**config.mk**
```make
export PLATFORM = sky130hd
export DESIGN_NAME = lrf_top
export DESIGN_NICKNAME = d
export VERILOG_FILES = /design/src/hdl/lrf_pkg.sv /design/src/hdl/lrf_sync_if.sv /design/src/hdl/lrf_top.sv /design/src/hdl/lrf_sync.sv
export SDC_FILE = /design/constraint.sdc
export NUM_CORES = 1
export LEC_CHECK = 0
export ABC_AREA = 1
export BUFFER_PORTS_ARGS = -buffer_cell sky130_fd_sc_hd__buf_2
export CORE_MARGIN = 2
export CORE_UTILIZATION = 50
export CTS_BUF_LIST = sky130_fd_sc_hd__clkbuf_16
export DETAILED_ROUTE_END_ITERATION = 8
export HOLD_SLACK_MARGIN = 0.12
export PLACE_DENSITY = 0.66
export SLEW_MARGIN = 40
export SYNTH_ARGS = -nofsm -noshare
export SYNTH_HDL_FRONTEND = slang
export SYNTH_HIERARCHICAL = 1
export SYNTH_SLANG_ARGS = --single-unit
export TNS_END_PERCENT = 5
```
**constraint.sdc**
```tcl
create_clock -name mclk_i -period 5.55 [get_ports mclk_i]
set_input_delay 0.2775 -clock mclk_i [delete_from_list [all_inputs] [get_ports mclk_i]]
set_output_delay 0.2775 -clock mclk_i [all_outputs]
set_load 0.1 [all_outputs]
```
**src/hdl/lrf_pkg.sv**
```systemverilog
// package of constants and types for the led row fault manager
package lrf_pkg;
    // ==========================================================
    // sizes
    localparam int ROWS = 6;
    // ==========================================================
    // timing
    localparam longint CLK_HZ = 64'd40000000;
    localparam longint SHORT_MASK_MS = 64'd100;
    // masking time in cycles, least time rounds up
    localparam longint SHORT_MASK_CYC = (SHORT_MASK_MS * CLK_HZ + 64'd999) / 64'd1000;
    localparam int TMR_W = 23;
    // ==========================================================
    // reset values
    localparam logic [ROWS-1:0] ROW_ALL_ON = 6'h3f;
    localparam logic RST_ALARM_N = 1'b1;
    // ==========================================================
    // policy levels
    localparam logic POLICY_DROP = 1'b1;
    // ==========================================================
    // control states
    typedef enum logic [2:0] {
        lrf_off_type_s, lrf_soft_s, lrf_run_s, lrf_latch_s, lrf_thermal_s
    } lrf_state_type;
endpackage

```
**src/hdl/lrf_sync_if.sv**
```systemverilog
// interface carrying synchronised detector levels between modules
`timescale 1ns/1ps
interface lrf_sync_if;
    import lrf_pkg::*;
    logic [ROWS-1:0] open_row; // open row flags
    logic [ROWS-1:0] short_row; // over short threshold flags
    logic ocp; // switch overcurrent
    logic ovp; // output overvoltage
    logic otp; // over temperature
    logic enable; // enable level
    logic dimming_input; // dimming input
    logic ss_done; // soft-start done
    logic float_th; // floating row threshold reached
    logic undervoltage_lockout_ok; // supply above upper threshold
    logic policy; // fault policy strap
    modport src (output open_row, short_row, ocp, ovp, otp, enable, dimming_input, ss_done,
                 float_th, undervoltage_lockout_ok, policy);
    modport dst (input open_row, short_row, ocp, ovp, otp, enable, dimming_input, ss_done,
                 float_th, undervoltage_lockout_ok, policy);
endinterface

```
**src/hdl/lrf_top.sv**
```systemverilog
// fault supervision logic for a six-row led backlight driver
//
// Overview of operation
// - protections other than overcurrent idle until soft-start completes
// - alarm is active-low open collector
// - policy strap picks one of two behaviours
// - overcurrent turns switch off, alarm released
// - overvoltage pulls alarm, shuts down, latches
// - thermal pulls alarm, off, auto restarts
// - drop policy: open row dropped, alarm high
// - strict policy: first open row latches shutdown
// - latch clears by enable toggle or power-on
// - power-on when supply drops then recovers
// - drop row once floating threshold reached
// - strict policy compares rows to short threshold
// - short latches after full masking time
// - drop policy disables short protection
// - new dimming phase restarts full masking
// - generators follow dimming, boost pauses low
// - start-up forces full dimming duty
`timescale 1ns/1ps
module lrf_top #(
    parameter longint MASK_CYC = lrf_pkg::SHORT_MASK_CYC // short masking cycles
) (
    input wire logic mclk_i,
    input wire logic sys_rst_i,
    input wire logic [lrf_pkg::ROWS-1:0] open_row_i, // row open detectors
    input wire logic [lrf_pkg::ROWS-1:0] short_row_i, // row above short threshold
    input wire logic ocp_i, // switch overcurrent
    input wire logic ovp_i, // output overvoltage
    input wire logic otp_i, // thermal shutdown flag
    input wire logic enable_i, // enable pin
    input wire logic dimming_input_i, // pwm dimming pin
    input wire logic ss_done_i, // soft-start finished
    input wire logic float_th_i, // floating row threshold reached
    input wire logic undervoltage_lockout_ok_i, // regulated_supply_pin above threshold
    input wire logic policy_i, // fault policy strap
    output logic alarm_out_n_o, // alarm output level
    output logic alarm_oe_o, // alarm pull-down enable
    output logic device_on_o, // device running
    output logic switch_on_o, // power switch allowed
    output logic boost_run_o, // boost converter active
    output logic [lrf_pkg::ROWS-1:0] gen_on_o, // current generators on
    output logic [lrf_pkg::ROWS-1:0] row_active_o, // rows in regulation
    output logic protect_o // protections armed
);
    import lrf_pkg::*;
    // ==========================================================
    // synchronised inputs
    lrf_sync_if sy();
    lrf_sync #(.W(21)) u_sync (
        .mclk_i(mclk_i),
        .sys_rst_i(sys_rst_i),
        .async_i({policy_i, undervoltage_lockout_ok_i, float_th_i, ss_done_i, dimming_input_i,
                  enable_i, otp_i, ovp_i, ocp_i, short_row_i, open_row_i}),
        .sy(sy)
    );
    // ==========================================================
    // state
    lrf_state_type state, next_state; // control state
    logic [ROWS-1:0] rows, next_rows; // rows kept in regulation
    logic [TMR_W-1:0] tmr, next_tmr; // short masking timer
    logic dim_q, next_dim_q; // previous dimming level
    logic alarm_n, next_alarm_n; // alarm level
    logic sw_on, next_sw_on; // switch enable
    logic boost, next_boost; // boost run
    logic [ROWS-1:0] gen, next_gen; // generator enables
    logic policy_r, next_policy_r; // policy caught after reset
    logic pol_cap, next_pol_cap; // policy has been caught
    logic start, restart, dim_eff, short_any, open_hit;
    // true in the states where the converter and generators may run
    function automatic logic is_on(input lrf_state_type st);
        return (st == lrf_soft_s) || (st == lrf_run_s);
    endfunction
    // ==========================================================
    // decoded conditions
    always_comb begin
        // power-on or enable low forces a fresh start
        restart = !sy.enable || !sy.undervoltage_lockout_ok;
        start = sy.enable && sy.undervoltage_lockout_ok;
        // start-up runs at full duty from the cycle that leaves off, so a
        // floating row shows even with the dimming pin held low
        dim_eff = (state == lrf_soft_s || state == lrf_off_type_s) ? 1'b1 : sy.dimming_input;
        short_any = |(sy.short_row & rows);
        open_hit = |(sy.open_row & rows);
    end
    // ==========================================================
    // next state logic
    always_comb begin
        next_state = state;
        next_rows = rows;
        next_tmr = tmr;
        next_dim_q = sy.dimming_input;
        next_alarm_n = 1'b1;
        next_policy_r = policy_r;
        next_pol_cap = 1'b1;
        case (state)
            lrf_off_type_s: begin
                next_rows = ROW_ALL_ON; // rows reinitialised
                next_tmr = '0;
                // strap read while off: the synchroniser has refilled by the time
                // the enable level gets through, frozen from soft-start on
                next_policy_r = sy.policy;
                if (start && pol_cap) begin
                    next_state = lrf_soft_s;
                end
            end
            lrf_soft_s: begin
                if (restart) begin
                    next_state = lrf_off_type_s;
                end else if (sy.ss_done) begin
                    next_state = lrf_run_s;
                end
            end
            lrf_run_s: begin
                if (restart) begin
                    next_state = lrf_off_type_s;
                end else if (sy.ovp) begin
                    next_state = lrf_latch_s;
                end else if (sy.otp) begin
                    next_state = lrf_thermal_s;
                end else if (open_hit && policy_r != POLICY_DROP) begin
                    next_state = lrf_latch_s;
                end else begin
                    // drop open rows once threshold reached
                    if (policy_r == POLICY_DROP && sy.float_th) begin
                        next_rows = rows & ~sy.open_row;
                    end
                    // masking timer, strict policy only
                    if (policy_r == POLICY_DROP || !short_any || !sy.dimming_input) begin
                        next_tmr = '0;
                    end else if (sy.dimming_input && !dim_q) begin
                        next_tmr = '0;
                    end else if (longint'(tmr) >= MASK_CYC - 1) begin
                        next_state = lrf_latch_s;
                    end else begin
                        next_tmr = tmr + 1'b1;
                    end
                end
            end
            lrf_latch_s: begin
                // held until enable toggles or power cycles
                if (restart) begin
                    next_state = lrf_off_type_s;
                end
            end
            lrf_thermal_s: begin
                if (restart) begin
                    next_state = lrf_off_type_s;
                end else if (!sy.otp) begin
                    next_state = lrf_off_type_s; // auto restart
                end
            end
            default: begin
                next_state = lrf_off_type_s;
            end
        endcase
        // alarm low in latch and thermal states
        if (next_state == lrf_latch_s || next_state == lrf_thermal_s) begin
            next_alarm_n = 1'b0;
        end
        // overcurrent only cuts the switch, and with it the boost that follows it
        next_sw_on = is_on(next_state) && !sy.ocp;
        // boost pauses and generators off in dimming low
        next_boost = next_sw_on && dim_eff;
        next_gen = (is_on(next_state) && dim_eff) ? next_rows : '0;
    end
    // ==========================================================
    // registers
    always_ff @(posedge mclk_i or posedge sys_rst_i) begin
        if (sys_rst_i) begin
            state <= lrf_off_type_s;
            rows <= ROW_ALL_ON;
            tmr <= '0;
            dim_q <= 1'b0;
            alarm_n <= RST_ALARM_N;
            sw_on <= 1'b0;
            boost <= 1'b0;
            gen <= '0;
            policy_r <= POLICY_DROP;
            pol_cap <= 1'b0;
        end else begin
            state <= next_state;
            rows <= next_rows;
            tmr <= next_tmr;
            dim_q <= next_dim_q;
            alarm_n <= next_alarm_n;
            sw_on <= next_sw_on;
            boost <= next_boost;
            gen <= next_gen;
            policy_r <= next_policy_r;
            pol_cap <= next_pol_cap;
        end
    end
    // ==========================================================
    // outputs, all straight from flip-flops
    logic on_q, next_on; // device on flag
    logic prot_q, next_prot; // protections armed flag
    logic oe_q, next_oe; // alarm pull-down enable
    // output flags follow the state being entered, so they line up with it
    always_comb begin
        next_on = is_on(next_state);
        // faults other than overcurrent are only acted on in the run state
        next_prot = (next_state == lrf_run_s);
        // sink the line only while alarming
        next_oe = !next_alarm_n;
    end
    // output registers
    always_ff @(posedge mclk_i or posedge sys_rst_i) begin
        if (sys_rst_i) begin
            on_q <= 1'b0;
            prot_q <= 1'b0;
            oe_q <= 1'b0;
        end else begin
            on_q <= next_on;
            prot_q <= next_prot;
            oe_q <= next_oe;
        end
    end
    assign alarm_out_n_o = alarm_n;
    assign alarm_oe_o = oe_q; // line released unless alarming
    assign device_on_o = on_q;
    assign switch_on_o = sw_on;
    assign boost_run_o = boost;
    assign gen_on_o = gen;
    assign row_active_o = rows;
    assign protect_o = prot_q;
endmodule

```
**src/hdl/lrf_sync.sv**
```systemverilog
// two-flop synchroniser bank for all pin-level inputs
`timescale 1ns/1ps
module lrf_sync #(
    parameter int W = 24
) (
    input wire logic mclk_i,
    input wire logic sys_rst_i,
    input wire logic [W-1:0] async_i,
    lrf_sync_if.src sy
);
    import lrf_pkg::*;
    logic [W-1:0] meta; // first stage, read only by second stage
    logic [W-1:0] stab; // second stage
    logic [W-1:0] next_meta;
    logic [W-1:0] next_stab;
    // ==========================================================
    // next values
    always_comb begin
        next_meta = async_i;
        next_stab = meta;
    end
    // registers
    always_ff @(posedge mclk_i or posedge sys_rst_i) begin
        if (sys_rst_i) begin
            meta <= '0;
            stab <= '0;
        end else begin
            meta <= next_meta;
            stab <= next_stab;
        end
    end
    // unpack into named levels
    assign sy.open_row = stab[5:0];
    assign sy.short_row = stab[11:6];
    assign sy.ocp = stab[12];
    assign sy.ovp = stab[13];
    assign sy.otp = stab[14];
    assign sy.enable = stab[15];
    assign sy.dimming_input = stab[16];
    assign sy.ss_done = stab[17];
    assign sy.float_th = stab[18];
    assign sy.undervoltage_lockout_ok = stab[19];
    assign sy.policy = stab[20];
endmodule

```
==> results of run 1 <==
-- worst reg2reg max path, delay by kind of cell, from the launching register on --
kind,cells,cell delay (ns)
AO/OA/AOI/OAI,1,0.25
adder cells (fa/ha/maj),1,0.22
buffers and inverters,1,0.14
flip-flops,1,0.41
AND/OR/NAND/NOR,8,1.19
-- cells in the mapped netlist, types with 2 or more instances --
| master | n | area, sq um |
|---|---|---|
| dfrtp_1 | 81 | 2027 |
| nand2_1 | 72 | 270.3 |
| nor2_1 | 47 | 176.4 |
| inv_1 | 39 | 146.4 |
| nand3_1 | 22 | 110.1 |
| a21oi_1 | 17 | 85.08 |
| nor2_2 | 11 | 68.82 |
| nor3_1 | 11 | 55.05 |
| dfstp_2 | 8 | 210.2 |
| xor2_1 | 6 | 52.55 |
| nand2_2 | 5 | 31.28 |
| nand4_1 | 5 | 31.28 |
| inv_2 | 4 | 15.01 |
| a31oi_1 | 3 | 18.77 |
| nand2_4 | 3 | 33.78 |
| nor3_2 | 3 | 30.03 |
| nor4_1 | 3 | 18.77 |
| xnor2_1 | 3 | 26.28 |
| buf_6 | 2 | 22.52 |
| nand3_2 | 2 | 20.02 |
| o21a_1 | 2 | 15.01 |
| o21ai_0 | 2 | 10.01 |
-- kinds of logic (layout without fill, tap and decap cells) --
group                    Yosys count  after routing  synth area share
other                              1              1          0.001051
buffers and inverters             46            123           0.05292
flip-flops                        89             89            0.6267
AO/OA/AOI/OAI                     28             28           0.04381
AND/OR/NAND/NOR                  188            188            0.2499
adder cells (fa/ha/maj)            1              1          0.003505
XOR/XNOR                           9              9           0.02208
-- per-stage QoR --
stage | instances | setup slack [ns] | power (mW) | utilization
4_1_cts | 535 | 3.232 | 1.397 | 0.6406
2_1_floorplan | 362 | 3.547 | 0.7600 | -
3_5_place_dp | 497 | 3.301 | 0.7828 | 0.5645
5_1_grt | 535 | 3.055 | 1.442 | 0.6406
3_3_place_gp | 497 | 3.345 | 0.7816 | 0.5645
6_report | 535 | 3.259 | 1.384 | 0.6406
-- sequential cells by signal, indices dropped and copies added, names as in the netlist --
signal	flops
dim_q	1
alarm_oe_o	1
policy_r	1
u_sync/meta	21
pol_cap	1
protect_o	1
row_active_o	6
tmr	23
gen_on_o	6
u_sync/stab	21
state	3
switch_on_o	1
alarm_out_n_o	1
boost_run_o	1
device_on_o	1
-- cell usage in the layout, fill, tap and decap left out, types with 2 or more instances in the layout --
cell type / count
nor2_2: 11
inv_6: 2
clkinv_1: 2
nand2_1: 72
dfstp_2: 8
nand2_4: 3
inv_1: 38
nor2_1: 47
inv_2: 4
a21oi_1: 17
nor4_1: 3
o21ai_0: 2
a31oi_1: 3
dlygate4sd3_1: 22
xnor2_1: 3
buf_4: 2
clkinvlp_4: 2
nor3_1: 11
clkbuf_16: 9
nand2_2: 5
o21a_1: 2
nand3_1: 22
xor2_1: 6
nor3_2: 3
buf_2: 40
nand3_2: 2
dfrtp_1: 81
nand4_1: 5
-- area by class of cell --
| cell class | count | area [sq um] |
|---|---|---|
| sequential | 89 | 2237 |
| inverter | 43 | 161.4 |
| clock inverter | 7 | 77.57 |
| clock buffer | 9 | 225.2 |
| multi-input combinational | 227 | 1144 |
| fill | 546 | 2469 |
| tap | 96 | 120.1 |
| timing repair buffer | 64 | 435.4 |
-- power groups by stage --
stage          Sequential [mW]  Clock, mW  Combinational (mW)
3_3_place_gp             0.691          0              0.0902
4_1_cts                  0.680      0.614               0.103
6_report                 0.680      0.602               0.102
5_1_grt                  0.682      0.648               0.112
3_5_place_dp             0.692          0              0.0912
2_1_floorplan            0.721          0              0.0393
-- per-layer routing --
metal | routed length [um] | track usage | vias up
li1 | - | - | 1285
met1 | 2760 | 0.2252 | 1210
met2 | 3290 | 0.3110 | 49
met3 | 255 | 0.05317 | 12
met4 | 149 | 0.07576 | 0
met5 | 0 | 0 | -
-- how the worst max path moves through the flow --
| stage | from | end | slack (ns) | cells past startpoint |
|---|---|---|---|---|
| floorplan | row_active_o[0] | tmr[9] | 3.55 | 11 |
| detailed placement | tmr[0] | tmr[7] | 3.30 | 11 |
| global route | tmr[0] | tmr[7] | 3.06 | 11 |
| global placement | tmr[0] | tmr[7] | 3.35 | 11 |
| finish | tmr[0] | tmr[7] | 3.26 | 11 |
| CTS | tmr[0] | tmr[7] | 3.23 | 11 |
==> impl_metrics.json, run 1 <==
{
  "rr_endpoint": "tmr[7]",
  "hold_path.startpoint": "u_sync/meta[20]",
  "async_flop_share": 1.000,
  "setup_viol": 0,
  "powerDensity_mw_per_mm2": 314.5,
  "wire_per_inst_um": 12.07,
  "worstMarginPinSlew_ns": 0.6217,
  "post_cts_resized": 0,
  "cts.path.max_buffers": 2,
  "die_h_um": 88.50,
  "hold_violations": 0,
  "critical-path-top-delay-family": "simple AND/OR/NAND/NOR gates",
  "relSlewSlack": 0.5824,
  "synthDistinctLibCells": 33,
  "critPathBufInv": 1,
  "postCtsHoldBufs": 22,
  "n_antenna_cell": 0,
  "io_pins": 41,
  "drtIter0Drc": 116,
  "start_kind": "register",
  "grt_pass1_vias": 2479,
  "hold-path-endpoint": "u_sync/stab[20]",
  "final_area_sq_mm": 0.004400,
  "min_path_type": "register to register",
  "hold_depth": 0,
  "dr.pass1.iters": 5,
  "crit_arrival_ns": 2.53,
  "yosysSeqAreaShare": 0.6267,
  "worst_path_max_delay_cell": "dfrtp_1",
  "share_comb_of_total_power": 0.074,
  "syn_nets": 386,
  "clkPwrFrac": 0.435,
  "min_period_ns": 2.291,
  "cpPeakStageDelay_ns": 0.41,
  "post-cts-setup-buffer-count": 0,
  "power_leakage_nw": 2.103,
  "num_rows": 30,
  "path_max_fanout": 26,
  "synth.avg_cell_area_sq_um": 9.861,
  "seq_power_share": 0.491,
  "run_status": "finished clean",
  "drcViolationCount": 0,
  "cts.clk_slew.worst_paths_ns": 0.07,
  "dr_total_vias": 2556,
  "root_buffer": "clkbuf_16",
  "postRouteAntennaNets": 0,
  "yosys_most_used_dff": "dfrtp_1",
  "synthCells": 362,
  "die-width_um": 88.50,
  "dp_hpwl_um": 4355,
  "cts_buffers": 9,
  "final_nets": 458,
  "rsz0062_at_grt": "no",
  "end_kind": "register",
  "cp.required_ns": 5.79,
  "grt_start_max_net_pins": 48,
  "start_util": 0.5197,
  "synth-edff-count": 0,
  "slew_violations": 0,
  "io_buffers": 40,
  "tns_ns": 0,
  "core-area_sq_mm": 0.006869,
  "path_class": "register to register",
  "globalplace.congestion": 0.8933,
  "dpl_cell_area_sq_mm": 0.003877,
  "ys_seq_elements": 89,
  "totalWireLength_um": 6456,
  "peakVddDrop_mv": 0.2754,
  "finalHoldWorstSlack_ns": 0.3468,
  "grt_antenna_before_repair": 0,
  "r2r_slack_ns": 3.26,
  "worstReg2RegStart": "tmr[0]",
  "track_usage": 0.1849,
  "cp_common_cell": "nand3_1",
  "p_switching_uw": 330.4,
  "die-area_sq_mm": 0.007831,
  "synth_area_sq_mm": 0.003570,
  "grt_pass1_wl_um": 10960,
  "drv_cap": 0,
  "routed_via_density": 4.778,
  "clock-skew-final_ns": 0.007045,
  "ys_warn_count": 6,
  "cts_max_level": 3,
  "p_int_mw": 1.053,
  "grt_overflow_total": 0,
  "cts_tree": "built",
  "final.period_utilization": 0.4129,
  "drive_gt1_frac": 0.2164,
  "switching_share": 0.2387,
  "layout-area-overhead-vs-synth_pct": 23.27,
  "clk_latency_ns": 0.33,
  "cts_sinks": 89,
  "reg2regPathDepth": 11,
  "worstPathCellList": "ha_1 -> nand3_1 -> nor3_2 -> nand3_1 -> nand3_1 -> nand2_2 -> nand3_2 -> nand2_4 -> nand2_4 -> inv_2 -> a211oi_1",
  "max_freq_mhz": 436.4
}
No activity file was read; power rests on OpenSTA's default activity.
==> run 2, diff against run 1 <==
==> constraint.sdc (replaced) <==
create_clock -name mclk_i -period 2.35 [get_ports mclk_i]
set_input_delay 0.1175 -clock mclk_i [delete_from_list [all_inputs] [get_ports mclk_i]]
set_output_delay 0.1175 -clock mclk_i [all_outputs]
set_load 0.1 [all_outputs]
==> impl_metrics.json, run 2 (synthesized netlist as in run 1, its figures left out) <==
{
  "grt_antenna_before_repair": 0,
  "path_class": "register to register",
  "dr.pass1.iters": 4,
  "peakVddDrop_mv": 0.4629,
  "wire_per_inst_um": 11.79,
  "critPathBufInv": 1,
  "final.period_utilization": 0.8839,
  "path_max_fanout": 26,
  "final_common_cell": "dfrtp_1",
  "die-width_um": 88.50,
  "die-area_sq_mm": 0.007831,
  "max_flop_register": "tmr",
  "worstMarginPinSlew_ns": 0.5708,
  "multi_input_area_sq_mm": 0.001144,
  "seq_area_sq_mm": 0.002237,
  "dr_total_vias": 2528,
  "start_util": 0.5197,
  "drv_cap": 0,
  "io_pins": 41,
  "cts_max_level": 3,
  "relSlewSlack": 0.6166,
  "grt_pass1_vias": 2414,
  "worst_path_max_delay_cell": "dfrtp_1",
  "cts_sinks": 89,
  "n_antenna_cell": 0,
  "worstPathCellList": "ha_1 -> nand3_1 -> nor3_2 -> nand3_1 -> nand3_1 -> nand2_2 -> nand3_2 -> nand2_4 -> nand2_4 -> inv_2 -> a211oi_1",
  "hold_depth": 0,
  "drcViolationCount": 0,
  "powerDensity_mw_per_mm2": 742.4,
  "final_cell_mix": "dfrtp_1, nand2_1, nor2_1",
  "cts_buffers": 9,
  "clk_latency_ns": 0.33,
  "io_buffers": 40,
  "cts.clk_slew.worst_paths_ns": 0.07,
  "cts_tree": "built",
  "cp.required_ns": 2.60,
  "start_kind": "register",
  "crit_arrival_ns": 2.32,
  "grt_pass1_wl_um": 10540,
  "totalWireLength_um": 6318,
  "dp_hpwl_um": 4378,
  "top_regs": "tmr (23), u_sync/meta (21), u_sync/stab (21)",
  "min_path_type": "register to register",
  "cpPeakStageDelay_ns": 0.39,
  "power_leakage_nw": 2.117,
  "reg2regPathDepth": 11,
  "postRouteAntennaNets": 0,
  "num_rows": 30,
  "largest_register_ffs": 23,
  "cp_common_cell": "nand3_1",
  "final_nets": 459,
  "post-cts-setup-buffer-count": 0,
  "cts.path.max_buffers": 2,
  "hold_violations": 0,
  "grt_overflow_total": 0,
  "critical-path-top-delay-family": "simple AND/OR/NAND/NOR gates",
  "rsz0062_at_grt": "no",
  "routed_via_density": 4.716,
  "die_h_um": 88.50,
  "max_freq_mhz": 481.4,
  "core-area_sq_mm": 0.006869,
  "grt_start_max_net_pins": 43,
  "path_depth": 11,
  "min_period_ns": 2.077,
  "tns_ns": 0,
  "track_usage": 0.1814,
  "setup_viol": 0,
  "run_status": "finished clean",
  "globalplace.congestion": 0.8871,
  "drtIter0Drc": 69,
  "power_mw": 3.271,
  "r2r_slack_ns": 0.27,
  "root_buffer": "clkbuf_16",
  "clock-skew-final_ns": 0.007770,
  "end_kind": "register",
  "fillers": 542,
  "drive_gt1_frac": 0.2227,
  "layout-area-overhead-vs-synth_pct": 23.45,
  "slew_violations": 0
}
==> run 2: cell types whose count changed in the layout (fill, tap and decap cells not counted) <==
cell	previous run	this run
buf_4	2	3
clkinv_1	2	0
clkinv_2	0	2
clkinvlp_4	2	1
inv_2	4	5
==> run 2: layer usage <==
| layer | GRT usage | vias to the layer above | routed length (um) |
|---|---|---|---|
| met2 | 0.2980 | 57 | 3092 |
| met3 | 0.04851 | 17 | 265 |
| met1 | 0.2190 | 1162 | 2766 |
| met4 | 0.09780 | 0 | 193 |
| li1 | - | 1292 | - |
| met5 | 0 | - | 0 |
==> run 2: stage by stage <==
step / std cells / hold slack [ns] / area [sq um] / util / setup WS, ns
2_1_floorplan: 362 / 0.1489 / 3570 / - / 0.3471
3_3_place_gp: 498 / 0.2201 / 3885 / 0.5656 / 0.3337
3_5_place_dp: 498 / 0.2268 / 3885 / 0.5656 / 0.2777
4_1_cts: 536 / 0.3490 / 4407 / 0.6415 / 0.2678
5_1_grt: 536 / 0.3528 / 4407 / 0.6415 / 0.08793
6_report: 536 / 0.3473 / 4407 / 0.6415 / 0.2727
==> run 2: final cells by class <==
| class | count | share of cell area |
|---|---|---|
| Clock buffer | 9 | 0.05111 |
| Clock inverter | 7 | 0.01732 |
| Inverter | 43 | 0.03663 |
| Multi-Input combinational cell | 227 | 0.2595 |
| Sequential cell | 89 | 0.5077 |
| Tap cell | 96 | 0.02726 |
| Timing Repair Buffer | 65 | 0.1005 |
==> run 2: worst paths after layout <==
kind                                      start         endpoint
worst min register to register  u_sync/meta[19]  u_sync/stab[19]
min in group asynchronous             sys_rst_i         state[2]
max in group asynchronous             sys_rst_i          tmr[18]
worst max register to register           tmr[0]           tmr[7]
worst max-delay path                     tmr[0]           tmr[7]
worst min-delay path            u_sync/meta[19]  u_sync/stab[19]
==> run 2: worst register-to-register path: stages (launching register included) <==
cell and delay, ns:
dfrtp_1 0.39, ha_1 0.20, nand3_1 0.14, nor3_2 0.19, nand3_1 0.11, nand3_1 0.11
nand2_2 0.08, nand3_2 0.09, nand2_4 0.18, nand2_4 0.14, inv_2 0.14, a211oi_1 0.24
==> run 2: what timing repair did <==
action,4_1_cts,5_1_grt
hold buffers,22,0
hold endpoints to repair,78,0
gates resized for setup,0,0
==> run 2: report_power, final <==
group	total (mW)	switching, mW	internal (mW)
combinational	0.243	0.174	0.0688
sequential	1.61	0.0191	1.59
clock	1.42	0.589	0.834
